`src/hdl/alu_move_defs.svh`:
```
`ifndef ALU_MOVE_DEFS_SVH
`define ALU_MOVE_DEFS_SVH
`define FLAG_C 5'h00
`define FLAG_Z 5'h01
`define FLAG_N 5'h02
`define FLAG_V 5'h03
`define HIGH_REV 4'h2
`define SSRF_LONG_CYC 2'h3
`define TRUE_WORD 32'h0000_0001
`define FALSE_WORD 32'h0000_0000
`define SR_RESET 32'h0000_0000
`endif

```
`src/hdl/alu_move_pkg.sv`:
```
package alu_move_pkg;
    typedef enum logic [3:0] {
        OP_NONE, OP_ROL, OP_ROR, OP_MOV_IMM, OP_MOV_REG, OP_MOVC_REG, OP_MOVC_IMM,
        OP_MOVH, OP_CSRF, OP_CSRFCZ, OP_SSRF, OP_SRC
    } alu_op_t;
    typedef struct packed {
        logic valid;
        alu_op_t op;
        logic [3:0] condition_code_field;
        logic [4:0] flag_bit_index;
        logic [31:0] dest_val;
        logic [31:0] source_reg;
        logic [31:0] imm;
        logic [3:0] rd;
        logic long_case;
    } issue_t;
    typedef struct packed {
        logic wr_en;
        logic [3:0] rd;
        logic [31:0] data;
    } wb_t;
    typedef enum logic [1:0] {ST_IDLE, ST_STALL} fsm_t;
    typedef struct packed {
        fsm_t st;
        logic [1:0] cnt;
        logic [31:0] sr;
        wb_t wb;
        logic busy;
        logic illegal;
        logic [3:0] rev;
    } state_t;
endpackage : alu_move_pkg

```
`src/hdl/cond_eval.sv`:
```
`timescale 1ns/1ps
`include "alu_move_defs.svh"
module cond_eval (
    input wire logic ref_clk,
    input wire logic [3:0] code,
    input wire logic [31:0] flags,
    output logic hold
);
    logic c, z, n, v;
    // combinational; ref_clk kept for a uniform leaf port list
    logic unused;
    assign unused = ref_clk;
    assign c = flags[`FLAG_C];
    assign z = flags[`FLAG_Z];
    assign n = flags[`FLAG_N];
    assign v = flags[`FLAG_V];
    always_comb begin
        case (code)
            4'h0: hold = z;
            4'h1: hold = !z;
            4'h2: hold = c;
            4'h3: hold = !c;
            4'h4: hold = n;
            4'h5: hold = !n;
            4'h6: hold = !(n ^ v);
            4'h7: hold = n ^ v;
            4'h8: hold = v;
            4'h9: hold = !v;
            4'ha: hold = !((n ^ v) | z);
            4'hb: hold = (n ^ v) | z;
            4'hc: hold = !c & !z;
            4'hd: hold = c | z;
            4'he: hold = 1'b1;
            default: hold = 1'b0;
        endcase
    end
endmodule : cond_eval

```
`src/hdl/alu_move_rotate_flag_ops.sv`:
```
`timescale 1ns/1ps
`include "alu_move_defs.svh"
module alu_move_rotate_flag_ops (
    input wire logic ref_clk,
    input wire logic arst_n,
    input wire logic [3:0] core_rev,
    input alu_move_pkg::issue_t issue,
    output alu_move_pkg::wb_t wb,
    output logic [31:0] status_reg,
    output logic busy,
    output logic illegal
);
    import alu_move_pkg::*;
    // ************************************************
    // state
    // ************************************************
    state_t s_reg, s_next;
    logic cond_hold;
    logic [31:0] sr_in;
    logic [31:0] bitmask;

    cond_eval u_cond (
        .ref_clk(ref_clk),
        .code(issue.condition_code_field),
        .flags(s_reg.sr),
        .hold(cond_hold)
    );
    assign bitmask = 32'h0000_0001 << issue.flag_bit_index;
    assign sr_in = s_reg.sr;

    // ************************************************
    // next state
    // ************************************************
    always_comb begin
        s_next = s_reg;
        s_next.wb.wr_en = 1'b0;
        s_next.illegal = 1'b0;
        s_next.rev = core_rev;
        s_next.wb.rd = issue.rd;
        case (s_reg.st)
            ST_IDLE: begin
                if (issue.valid) begin
                    case (issue.op)
                        OP_ROL: begin
                            s_next.wb.wr_en = 1'b1;
                            s_next.wb.data = {issue.dest_val[30:0], sr_in[`FLAG_C]};
                            s_next.sr[`FLAG_C] = issue.dest_val[31];
                        end
                        OP_ROR: begin
                            s_next.wb.wr_en = 1'b1;
                            s_next.wb.data = {sr_in[`FLAG_C], issue.dest_val[31:1]};
                            s_next.sr[`FLAG_C] = issue.dest_val[0];
                        end
                        OP_MOV_IMM: begin
                            s_next.wb.wr_en = 1'b1;
                            s_next.wb.data = issue.imm;
                        end
                        OP_MOV_REG: begin
                            s_next.wb.wr_en = 1'b1;
                            s_next.wb.data = issue.source_reg;
                        end
                        OP_MOVC_REG: begin
                            s_next.wb.wr_en = cond_hold;
                            s_next.wb.data = issue.source_reg;
                        end
                        OP_MOVC_IMM: begin
                            s_next.wb.wr_en = cond_hold;
                            s_next.wb.data = issue.imm;
                        end
                        OP_MOVH: begin
                            // older revisions flag the opcode rather than corrupt rd
                            if (core_rev >= `HIGH_REV) begin
                                s_next.wb.wr_en = 1'b1;
                                s_next.wb.data = {issue.imm[15:0], issue.dest_val[15:0]};
                            end else begin
                                s_next.illegal = 1'b1;
                            end
                        end
                        OP_CSRF: begin
                            s_next.sr = sr_in & ~bitmask;
                        end
                        OP_CSRFCZ: begin
                            s_next.sr[`FLAG_C] = sr_in[issue.flag_bit_index];
                            s_next.sr[`FLAG_Z] = sr_in[issue.flag_bit_index];
                        end
                        OP_SSRF: begin
                            s_next.sr = sr_in | bitmask;
                            if (issue.long_case) begin
                                s_next.st = ST_STALL;
                                s_next.cnt = `SSRF_LONG_CYC - 2'h1;
                                s_next.busy = 1'b1;
                            end
                        end
                        OP_SRC: begin
                            s_next.wb.wr_en = 1'b1;
                            s_next.wb.data = cond_hold ? `TRUE_WORD : `FALSE_WORD;
                        end
                        default: begin
                            s_next.wb.wr_en = 1'b0;
                        end
                    endcase
                end
            end
            ST_STALL: begin
                // issue is ignored while busy; decoder must hold it
                s_next.cnt = s_reg.cnt - 2'h1;
                if (s_reg.cnt == 2'h1) begin
                    s_next.st = ST_IDLE;
                    s_next.busy = 1'b0;
                end
            end
            default: begin
                s_next.st = ST_IDLE;
                s_next.busy = 1'b0;
            end
        endcase
    end

    always_ff @(posedge ref_clk or negedge arst_n) begin
        if (!arst_n) begin
            s_reg <= '{st: ST_IDLE, cnt: 2'h0, sr: `SR_RESET,
                wb: '{wr_en: 1'b0, rd: 4'h0, data: 32'h0000_0000},
                busy: 1'b0, illegal: 1'b0, rev: 4'h0};
        end else begin
            s_reg <= s_next;
        end
    end

    assign wb = s_reg.wb;
    assign status_reg = s_reg.sr;
    assign busy = s_reg.busy;
    assign illegal = s_reg.illegal;
endmodule : alu_move_rotate_flag_ops

```
`config.mk`:
```
export PLATFORM = sky130hd
export DESIGN_NAME = alu_move_rotate_flag_ops
export DESIGN_NICKNAME = d
export VERILOG_FILES = /design/src/hdl/alu_move_pkg.sv /design/src/hdl/cond_eval.sv /design/src/hdl/alu_move_rotate_flag_ops.sv
export VERILOG_INCLUDE_DIRS = /design/src /design/src/hdl
export SDC_FILE = /design/constraint.sdc
export NUM_CORES = 1
export LEC_CHECK = 0
export BUFFER_PORTS_ARGS = -buffer_cell sky130_fd_sc_hd__buf_2
export CAP_MARGIN = 20
export CORE_ASPECT_RATIO = 1.4
export CORE_UTILIZATION = 45
export CTS_CLUSTER_DIAMETER = 50
export CTS_CLUSTER_SIZE = 25
export DETAILED_ROUTE_END_ITERATION = 8
export GPL_TIMING_DRIVEN = 0
export PLACE_DENSITY = 0.83
export SETUP_SLACK_MARGIN = 0.15
export SYNTH_ARGS = -nofsm -noshare
export SYNTH_HDL_FRONTEND = slang
export SYNTH_HIERARCHICAL = 1
export SYNTH_SLANG_ARGS = --single-unit
```
`constraint.sdc`:
```
create_clock -name ref_clk -period 2.8 [get_ports ref_clk]
set_clock_uncertainty 0.1 [all_clocks]
set_input_delay 0.84 -clock ref_clk [delete_from_list [all_inputs] [get_ports ref_clk]]
set_output_delay 0.84 -clock ref_clk [all_outputs]
set_load 0.02 [all_outputs]
```
==> metrics.yaml, run 1 <==
outcome:
  outcome: "complete, no violations"
route:
  vias: 4983
  drc: 0
  avgRoutedWirePerCell_um: 16.1
  drt_iter0_drc: 242
  drtPass1Iterations: 5
  ant_nets: 0
  drt-total-wl_mm: 14.8
  drt-vias-per-instance: 5.45
timing:
  rsz0062_at_grt: "no"
  finalHoldViolCount: 0
  max_freq_ghz: 0.414
  max-slew-margin-rel_pct: 56.2
  setup_viol_count_final: 0
  tightest_slew_ns: 0.652
  whs_ns: 0.329
  slew_viol_final: 0
  fin_ws_ns: 0.387
  period_share_pct: 86.2
  tns_ns: 0
  period_minus_slack_ns: 2.41
synthesis:
  synthFlopType: "dfrtp_1"
  synth_edf_count: 0
  synth_warnings: 6
  ys_types: 53
  ys_seq_elements: 73
  syn_area_mm2: 0.00498
  syn_avg_cell_area_um2: 8.72
  async_reset_ff_share_pct: 100
  synthCells: 571
  yosysSeqAreaShare_pct: 36.7
  syn_nets: 693
floorplanning:
  core-area_mm2: 0.0108
  pin_count: 192
  rows: 45
  die_area_mm2: 0.0115
  start_util_pct: 46.1
  dieHeight_um: 126
  die_x_um: 90.9
grt:
  grt_overflow: 0
  grt_max_degree: 46
  grt_pass1_wl_mm: 23.4
  antenna_found_initial: 0
  first_global_vias: 4799
  grt.total_usage_pct: 26.0
place:
  dpl.hpwl_mm: 11.8
  gp_congestion: 0.922
  port_buffers: 186
  placed_cells: 899
  placed_area_mm2: 0.00612
  pre_cts_ws_ns: 0.0511
cells_and_area:
  final_common_cell: "buf_2"
  drive_gt1_share_pct: 39.8
  fin_util_pct: 59.3
  diodes: 0
  layout_common_cells: "buf_2 (191), nand2_1 (125), dfrtp_1 (73)"
  finalNetCount: 891
  largest_register_ffs: 37
  fin_cells: 915
  syn_to_final_growth_pct: 28.7
  final_area_mm2: 0.00641
  fillers: 1018
worst_setup_path:
  crit_start: "issue[112]"
  cp_cell_sequence: "buf_2 > buf_2 > nand2b_1 > nor2_1 > nand3_1 > nor3_1 > nand2_1 > mux2_2"
  critical_path_required_ns: 2.92
  cp-endpoint: "status_reg[4]"
  r2r_slack_ns: 0.57
  slowest_stage: "nor3_1"
  start_kind: "input port"
  cp_common_cell: "buf_2"
  reg2reg_from: "status_reg[0]"
  crit_type: "input port to flip-flop"
  cp-end-kind: "flip-flop"
  cpPeakStageDelay_ns: 0.42
  r2r_end: "wb[0]"
  crit_fanout: 10
  worstPathArrival_ns: 2.53
  worstRegToRegCells: 9
clock_tree:
  cts_tree: "done"
  postCtsSetupRepairBufs: 0
  ctsResizeCount: 0
  numCtsBuffers: 9
  clockRootBuffer: "clkbuf_16"
  htreeDepth: 3
  path_clk_slew_ns: 0.06
  cts_num_sinks: 73
  cts_max_path_buffers: 2
  clk_latency_ns: 0.34
  ctsHoldBuffers: 0
pwr:
  p_comb_share_pct: 31.5
  clkPwrFrac_pct: 31.4
  p_int_mw: 2.38
  total_leakage_power_nw: 3.31
  vdd_drop_max_mv: 0.346
  p_switching_mw: 1.19
  powerDensity_mw_per_mm2: 558
  p_total_mw: 3.57
  p_sw_share_pct: 33.3
  pwr-share-seq_pct: 37.1
run:
  max_cap_violations: 0
worst_hold_path:
  hold_path_class: "input port to async pin"
## how the worst min path moves through the flow
stage	cells past startpoint	slack [ns]	to
3_3_place_gp	2	0.36	wb[14]
6_report	1	0.33	status_reg[27]
5_1_grt	1	0.35	status_reg[8]
3_5_place_dp	1	0.37	wb[0]
2_1_floorplan	1	0.35	wb[0]
4_1_cts	1	0.33	status_reg[31]
## Yosys cell counts (2+ instances only)
library cell  count  area share [%]
buf_4            69              10
nor4_1            2            0.25
nand3_1           5            0.50
mux2_2           22             5.0
nand3b_1          3            0.45
a31oi_1           4            0.50
dfrtp_1          73              37
buf_2             6            0.60
nor3_1            9            0.90
nand2b_1         11             1.4
nand2_1         125             9.4
mux4_1            6             3.2
nor3b_1           3            0.45
a22oi_1          31             4.7
nor2b_1           7            0.88
clkbuf_1         30             2.3
o21ai_1          16             1.6
inv_1             7            0.53
mux2i_1           9             1.8
a32o_1            2            0.40
or3_1             2            0.25
o41ai_1           9             1.6
nor2_1           18             1.4
a221oi_1         31             5.5
a21o_1            3            0.45
o21ai_0          32             3.2
a21oi_1          10             1.0
## worst max-delay path: cells and delay by family
kind | cells | cell delay, ns
mux | 1 | 0.29
buf+inv | 2 | 0.29
simple gates | 5 | 1.09
## cell families (layout without fill, tap and decap cells)
kind of cell / Yosys count / in the layout / synth area share [%]
and+or+nand+nor: 193 / 193 / 17.3
xor gates and xnor gates: 2 / 2 / 0.352
adders and majority gates: 1 / 1 / 0.251
AOI/OAI and AO/OA: 151 / 151 / 21.3
buffers and inverters: 114 / 317 / 14.1
DFF: 73 / 73 / 36.7
muxes: 37 / 37 / 9.95
## power by group through the flow
stage | clock (mW) | combinational, mW | sequential, mW
after floorplan | 0 | 0.749 | 1.31
after global placement | 0 | 1.11 | 1.34
after detailed placement | 0 | 1.13 | 1.34
after CTS | 1.14 | 1.13 | 1.33
after global routing | 1.19 | 1.23 | 1.35
final | 1.12 | 1.13 | 1.33
## layout make-up
| cell class | instances | area, um2 | area share [%] |
|---|---|---|---|
| plain buffers | 106 | 672 | 10.5 |
| clock buffers | 12 | 256 | 4.00 |
| clock inverters | 4 | 33.8 | 0.527 |
| inverters | 8 | 30.0 | 0.469 |
| multi-input cells | 384 | 2450 | 38.2 |
| flip-flops and latches | 73 | 1830 | 28.5 |
| well taps | 141 | 176 | 2.75 |
| repair buffers | 187 | 961 | 15.0 |
## per-layer routing
metal	part of all wire, %	GRT usage, %
met5	0	0
met4	4.4	13.2
met3	6.6	4.38
met2	51	46.6
met1	38	29.8
(Power assumes the default switching activity.)
==> run 2, diff against run 1 <==
--- a/config.mk
+++ b/config.mk
@@ -9,6 +9,7 @@
 export BUFFER_PORTS_ARGS = -buffer_cell sky130_fd_sc_hd__buf_2
 export CAP_MARGIN = 20
 export CORE_ASPECT_RATIO = 1.4
+export CORE_MARGIN = 2
 export CORE_UTILIZATION = 45
 export CTS_CLUSTER_DIAMETER = 50
 export CTS_CLUSTER_SIZE = 25
==> metrics.yaml, run 2 (same netlist as run 1, synthesis figures left out) <==
cells_and_area:
  diodes: 0
  final_common_cell: "buf_2"
  syn_to_final_growth_pct: 28.7
  drive_gt1_share_pct: 39.7
  final_area_mm2: 0.00641
  multi_input_area_mm2: 0.00245
  largest_register_ffs: 37
  regArea_mm2: 0.00183
  fillers: 1006
  finalNetCount: 891
  layout_common_cells: "buf_2 (191), nand2_1 (125), dfrtp_1 (73)"
pwr:
  vdd_drop_max_mv: 0.271
  powerDensity_mw_per_mm2: 560
  total_leakage_power_nw: 3.31
route:
  drtPass1Iterations: 5
  ant_nets: 0
  drt-total-wl_mm: 15.1
  drt-vias-per-instance: 5.51
  avgRoutedWirePerCell_um: 16.5
  drc: 0
  drt_iter0_drc: 222
  vias: 5038
worst_setup_path:
  crit_fanout: 10
  start_kind: "input port"
  cp-end-kind: "flip-flop"
  slowest_stage: "nor3_1"
  cp_cell_sequence: "buf_2 > buf_2 > nor3_1 > clkbuf_1 > nand2_1 > nand2_1 > a221oi_1 > o21ai_1"
  worstPathArrival_ns: 2.57
  cpPeakStageDelay_ns: 0.61
  crit_type: "input port to flip-flop"
  critical_path_required_ns: 2.96
clock_tree:
  ctsResizeCount: 0
  cts_max_path_buffers: 2
  cts_num_sinks: 73
  cts_tree: "done"
  postCtsSetupRepairBufs: 0
  clk_latency_ns: 0.34
  path_clk_slew_ns: 0.06
  clockRootBuffer: "clkbuf_16"
  numCtsBuffers: 9
  htreeDepth: 3
  ctsHoldBuffers: 0
grt:
  grt.busiest_layer: "met2"
  grt_overflow: 0
  grt_max_degree: 59
  grt_pass1_wl_mm: 23.7
  grt.total_usage_pct: 25.7
  grtUsageMet2_pct: 45.9
  grtUsageMet1_pct: 28.8
  first_global_vias: 4810
  antenna_found_initial: 0
  met3_usage_pct: 5.15
timing:
  finalHoldViolCount: 0
  period_share_pct: 86.1
  tns_ns: 0
  max_freq_ghz: 0.415
  tightest_slew_ns: 0.702
  period_minus_slack_ns: 2.41
  slew_viol_final: 0
  max-slew-margin-rel_pct: 52.9
  setup_viol_count_final: 0
  rsz0062_at_grt: "no"
floorplanning:
  die_area_mm2: 0.0119
  pin_count: 192
  die_x_um: 92.9
  start_util_pct: 46.1
  core-area_mm2: 0.0108
  rows: 45
  dieHeight_um: 128
run:
  max_cap_violations: 0
place:
  placed_area_mm2: 0.00612
  port_buffers: 186
  dpl.hpwl_mm: 12.0
  gp_congestion: 0.941
worst_hold_path:
  hold_path_class: "input port to async pin"
outcome:
  outcome: "complete, no violations"
run 2: critical path: cells and delay by family:
family,cells,cell delay (ns)
AO/OA/AOI/OAI,2,0.24
buffers and inverters,3,0.70
AND/OR/NAND/NOR,3,0.78
run 2: routing by layer:
| layer | vias to the layer above | part of all wire [%] |
|---|---|---|
| met4 | 0 | 4.6 |
| li1 | 2402 | - |
| met5 | - | 0 |
| met3 | 42 | 7.1 |
| met1 | 2341 | 37 |
| met2 | 253 | 52 |
run 2: cell type report:
class	instances	area share (%)
repair buffers	187	15.0
flip-flops and latches	73	28.5
clock buffers	11	3.63
well taps	141	2.75
multi-input cells	384	38.3
inverters	8	0.469
clock inverters	4	0.859
plain buffers	106	10.5
run 2: worst paths after layout:
path	to	slack (ns)	depth (start not counted)	startpoint
worst min-delay path	status_reg[30]	0.26	1	arst_n
min in group ref_clk	wb[0]	0.38	1	wb[0]
worst min register to register	wb[0]	0.38	1	wb[0]
worst max-delay path	wb[29]	0.39	8	issue[112]
worst max register to register	status_reg[18]	0.56	5	busy
max in group asynchronous	wb[23]	1.78	2	arst_n
run 2: power by group:
| group | leakage [nW] | switching [mW] | internal, mW |
|---|---|---|---|
| Clock | 0.136 | 0.447 | 0.688 |
| Sequential | 0.962 | 0.110 | 1.22 |
| Combinational | 2.21 | 0.619 | 0.507 |
| Total | 3.31 | 1.18 | 2.41 |
run 2: metrics by stage:
step	std cells	hold slack, ns	setup slack [ns]	power, mW	utilization, %
floorplan	571	0.351	0.349	2.06	-
global placement	898	0.362	0.0932	2.45	56.3
detailed placement	899	0.371	0.0485	2.47	56.6
CTS	914	0.256	0.408	3.62	59.2
global route	914	0.266	0.206	3.79	59.3
finish	914	0.263	0.389	3.59	59.3
==> run 3, diff against run 2 <==
--- a/config.mk
+++ b/config.mk
@@ -16,6 +16,7 @@
 export DETAILED_ROUTE_END_ITERATION = 8
 export GPL_TIMING_DRIVEN = 0
 export PLACE_DENSITY = 0.83
+export RECOVER_POWER = 100
 export SETUP_SLACK_MARGIN = 0.15
 export SYNTH_ARGS = -nofsm -noshare
 export SYNTH_HDL_FRONTEND = slang
==> metrics.yaml, run 3 (same netlist as run 1, synthesis figures left out) <==
grt:
  grt.busiest_layer: "met2"
  antenna_found_initial: 0
  grt.total_usage_pct: 25.7
  met3_usage_pct: 5.15
  grt_max_degree: 59
  grt_pass1_wl_mm: 23.7
  grtUsageMet2_pct: 45.9
  first_global_vias: 4810
  grtUsageMet1_pct: 28.8
  grt_overflow: 0
pwr:
  pwr-share-seq_pct: 37.5
  clkPwrFrac_pct: 32.0
  p_sw_share_pct: 33.2
  vdd_drop_max_mv: 0.261
  powerDensity_mw_per_mm2: 562
  p_total_mw: 3.55
  p_comb_share_pct: 30.5
  p_int_mw: 2.37
  total_leakage_power_nw: 3.04
  p_switching_mw: 1.18
clock_tree:
  ctsHoldBuffers: 0
  cts_tree: "done"
  cts_max_path_buffers: 2
  path_clk_slew_ns: 0.06
  postCtsSetupRepairBufs: 0
  cts_num_sinks: 73
  htreeDepth: 3
  clk_latency_ns: 0.33
  numCtsBuffers: 9
  clockRootBuffer: "clkbuf_16"
worst_setup_path:
  start_kind: "input port"
  cp_top_family: "simple AND/OR/NAND/NOR gates"
  critical_path_required_ns: 2.94
  crit_buf_inv: 3
  crit_type: "input port to flip-flop"
  slowest_stage: "nor3_1"
  r2r_end: "wb[0]"
  cpPeakStageDelay_ns: 0.63
  crit_fanout: 10
  cp_cell_sequence: "buf_2 > clkbuf_1 > nor3_1 > clkbuf_1 > nand2_1 > nand2_1 > a221oi_1 > o21ai_0"
  worstRegToRegCells: 9
  worstPathArrival_ns: 2.69
  cp-end-kind: "flip-flop"
  reg2reg_from: "status_reg[0]"
  r2r_slack_ns: 0.49
place:
  dpl.hpwl_mm: 12.0
  port_buffers: 186
  gp_congestion: 0.941
floorplanning:
  die_x_um: 92.9
  die_area_mm2: 0.0119
  start_util_pct: 46.1
  rows: 45
  pin_count: 192
  core-area_mm2: 0.0108
  dieHeight_um: 128
timing:
  period_minus_slack_ns: 2.55
  period_share_pct: 91.1
  rsz0062_at_grt: "no"
  tightest_slew_ns: 0.984
  whs_ns: 0.382
  max_freq_ghz: 0.392
  tns_ns: 0
  setup_viol_count_final: 0
  max-slew-margin-rel_pct: 34.4
  finalHoldViolCount: 0
  slew_viol_final: 0
cells_and_area:
  fillers: 1026
  syn_to_final_growth_pct: 26.7
  diodes: 0
  regArea_mm2: 0.00183
  multi_input_area_mm2: 0.00244
  final_common_cell: "nand2_1"
  largest_register_ffs: 37
  drive_gt1_share_pct: 30.7
  finalNetCount: 891
  layout_common_cells: "nand2_1 (125), buf_2 (123), clkbuf_1 (101)"
worst_hold_path:
  whs_endpoint: "wb[0]"
  min-delay-start: "wb[0]"
  min_path_cells: 1
  hold_path_class: "flip-flop to flip-flop"
route:
  drc: 0
  drtPass1Iterations: 5
  ant_nets: 0
  avgRoutedWirePerCell_um: 16.5
  drt_iter0_drc: 225
  drt-total-wl_mm: 15.1
  vias: 5005
  drt-vias-per-instance: 5.48
outcome:
  outcome: "complete, no violations"
run:
  max_cap_violations: 0
## run 3: cell types whose count changed in the layout (fill, tap and decap cells not counted), sizes merged
cell	previous run	this run
buf	263	190
clkbuf	41	114
## run 3: layout make-up
| type | count | area share, % |
|---|---|---|
| timing repair buffer | 187 | 13.8 |
| multi-input combinational | 384 | 38.7 |
| tap | 141 | 2.80 |
| buffer | 106 | 10.6 |
| inverter | 8 | 0.476 |
| clock inverter | 4 | 0.872 |
| sequential | 73 | 29.0 |
| clock buffer | 11 | 3.69 |
## run 3: worst max path at each step
stage               startpoint  cells after the start       endpoint
floorplan           issue[101]                      7  status_reg[0]
global route        issue[112]                      8  status_reg[4]
detailed placement  issue[102]                      8  status_reg[0]
finish              issue[112]                      8         wb[29]
global placement    issue[102]                      8  status_reg[0]
CTS                 issue[102]                      8  status_reg[0]
## run 3: power by group through the flow
stage               Sequential, mW  Clock (mW)  Combinational (mW)
floorplan                     1.31           0               0.749
detailed placement            1.35           0                1.13
global route                  1.35        1.20                1.18
CTS                           1.33        1.16                1.13
global placement              1.34           0                1.10
finish                        1.33        1.14                1.08
## run 3: routing by layer
metal,part of all wire [%],vias to the layer above
li1,-,2402
met1,37,2330
met2,52,232
met3,6.9,41
met4,4.3,0
met5,0,-
## run 3: stage by stage
step / setup slack [ns] / util, % / area (um2) / instances
after floorplan: 0.349 / - / 4980 / 571
after global placement: 0.0932 / 56.3 / 6090 / 898
after detailed placement: 0.0485 / 56.6 / 6120 / 899
after CTS: 0.408 / 59.2 / 6400 / 914
after global routing: 0.109 / 58.4 / 6310 / 914
final: 0.250 / 58.4 / 6310 / 914
## run 3: repair_timing
| action | in CTS | in global routing |
|---|---|---|
| endpoints found under the setup margin | 0 | 3 |
| resized for setup | 0 | 1 |
| hold endpoints to repair | 0 | 0 |
## run 3: worst reg2reg max path, delay by kind of cell, from the launching register on
family,cells,cell delay [ns]
AO/OA/AOI/OAI,8,1.51
flip-flops,1,0.52
AND/OR/NAND/NOR,1,0.07
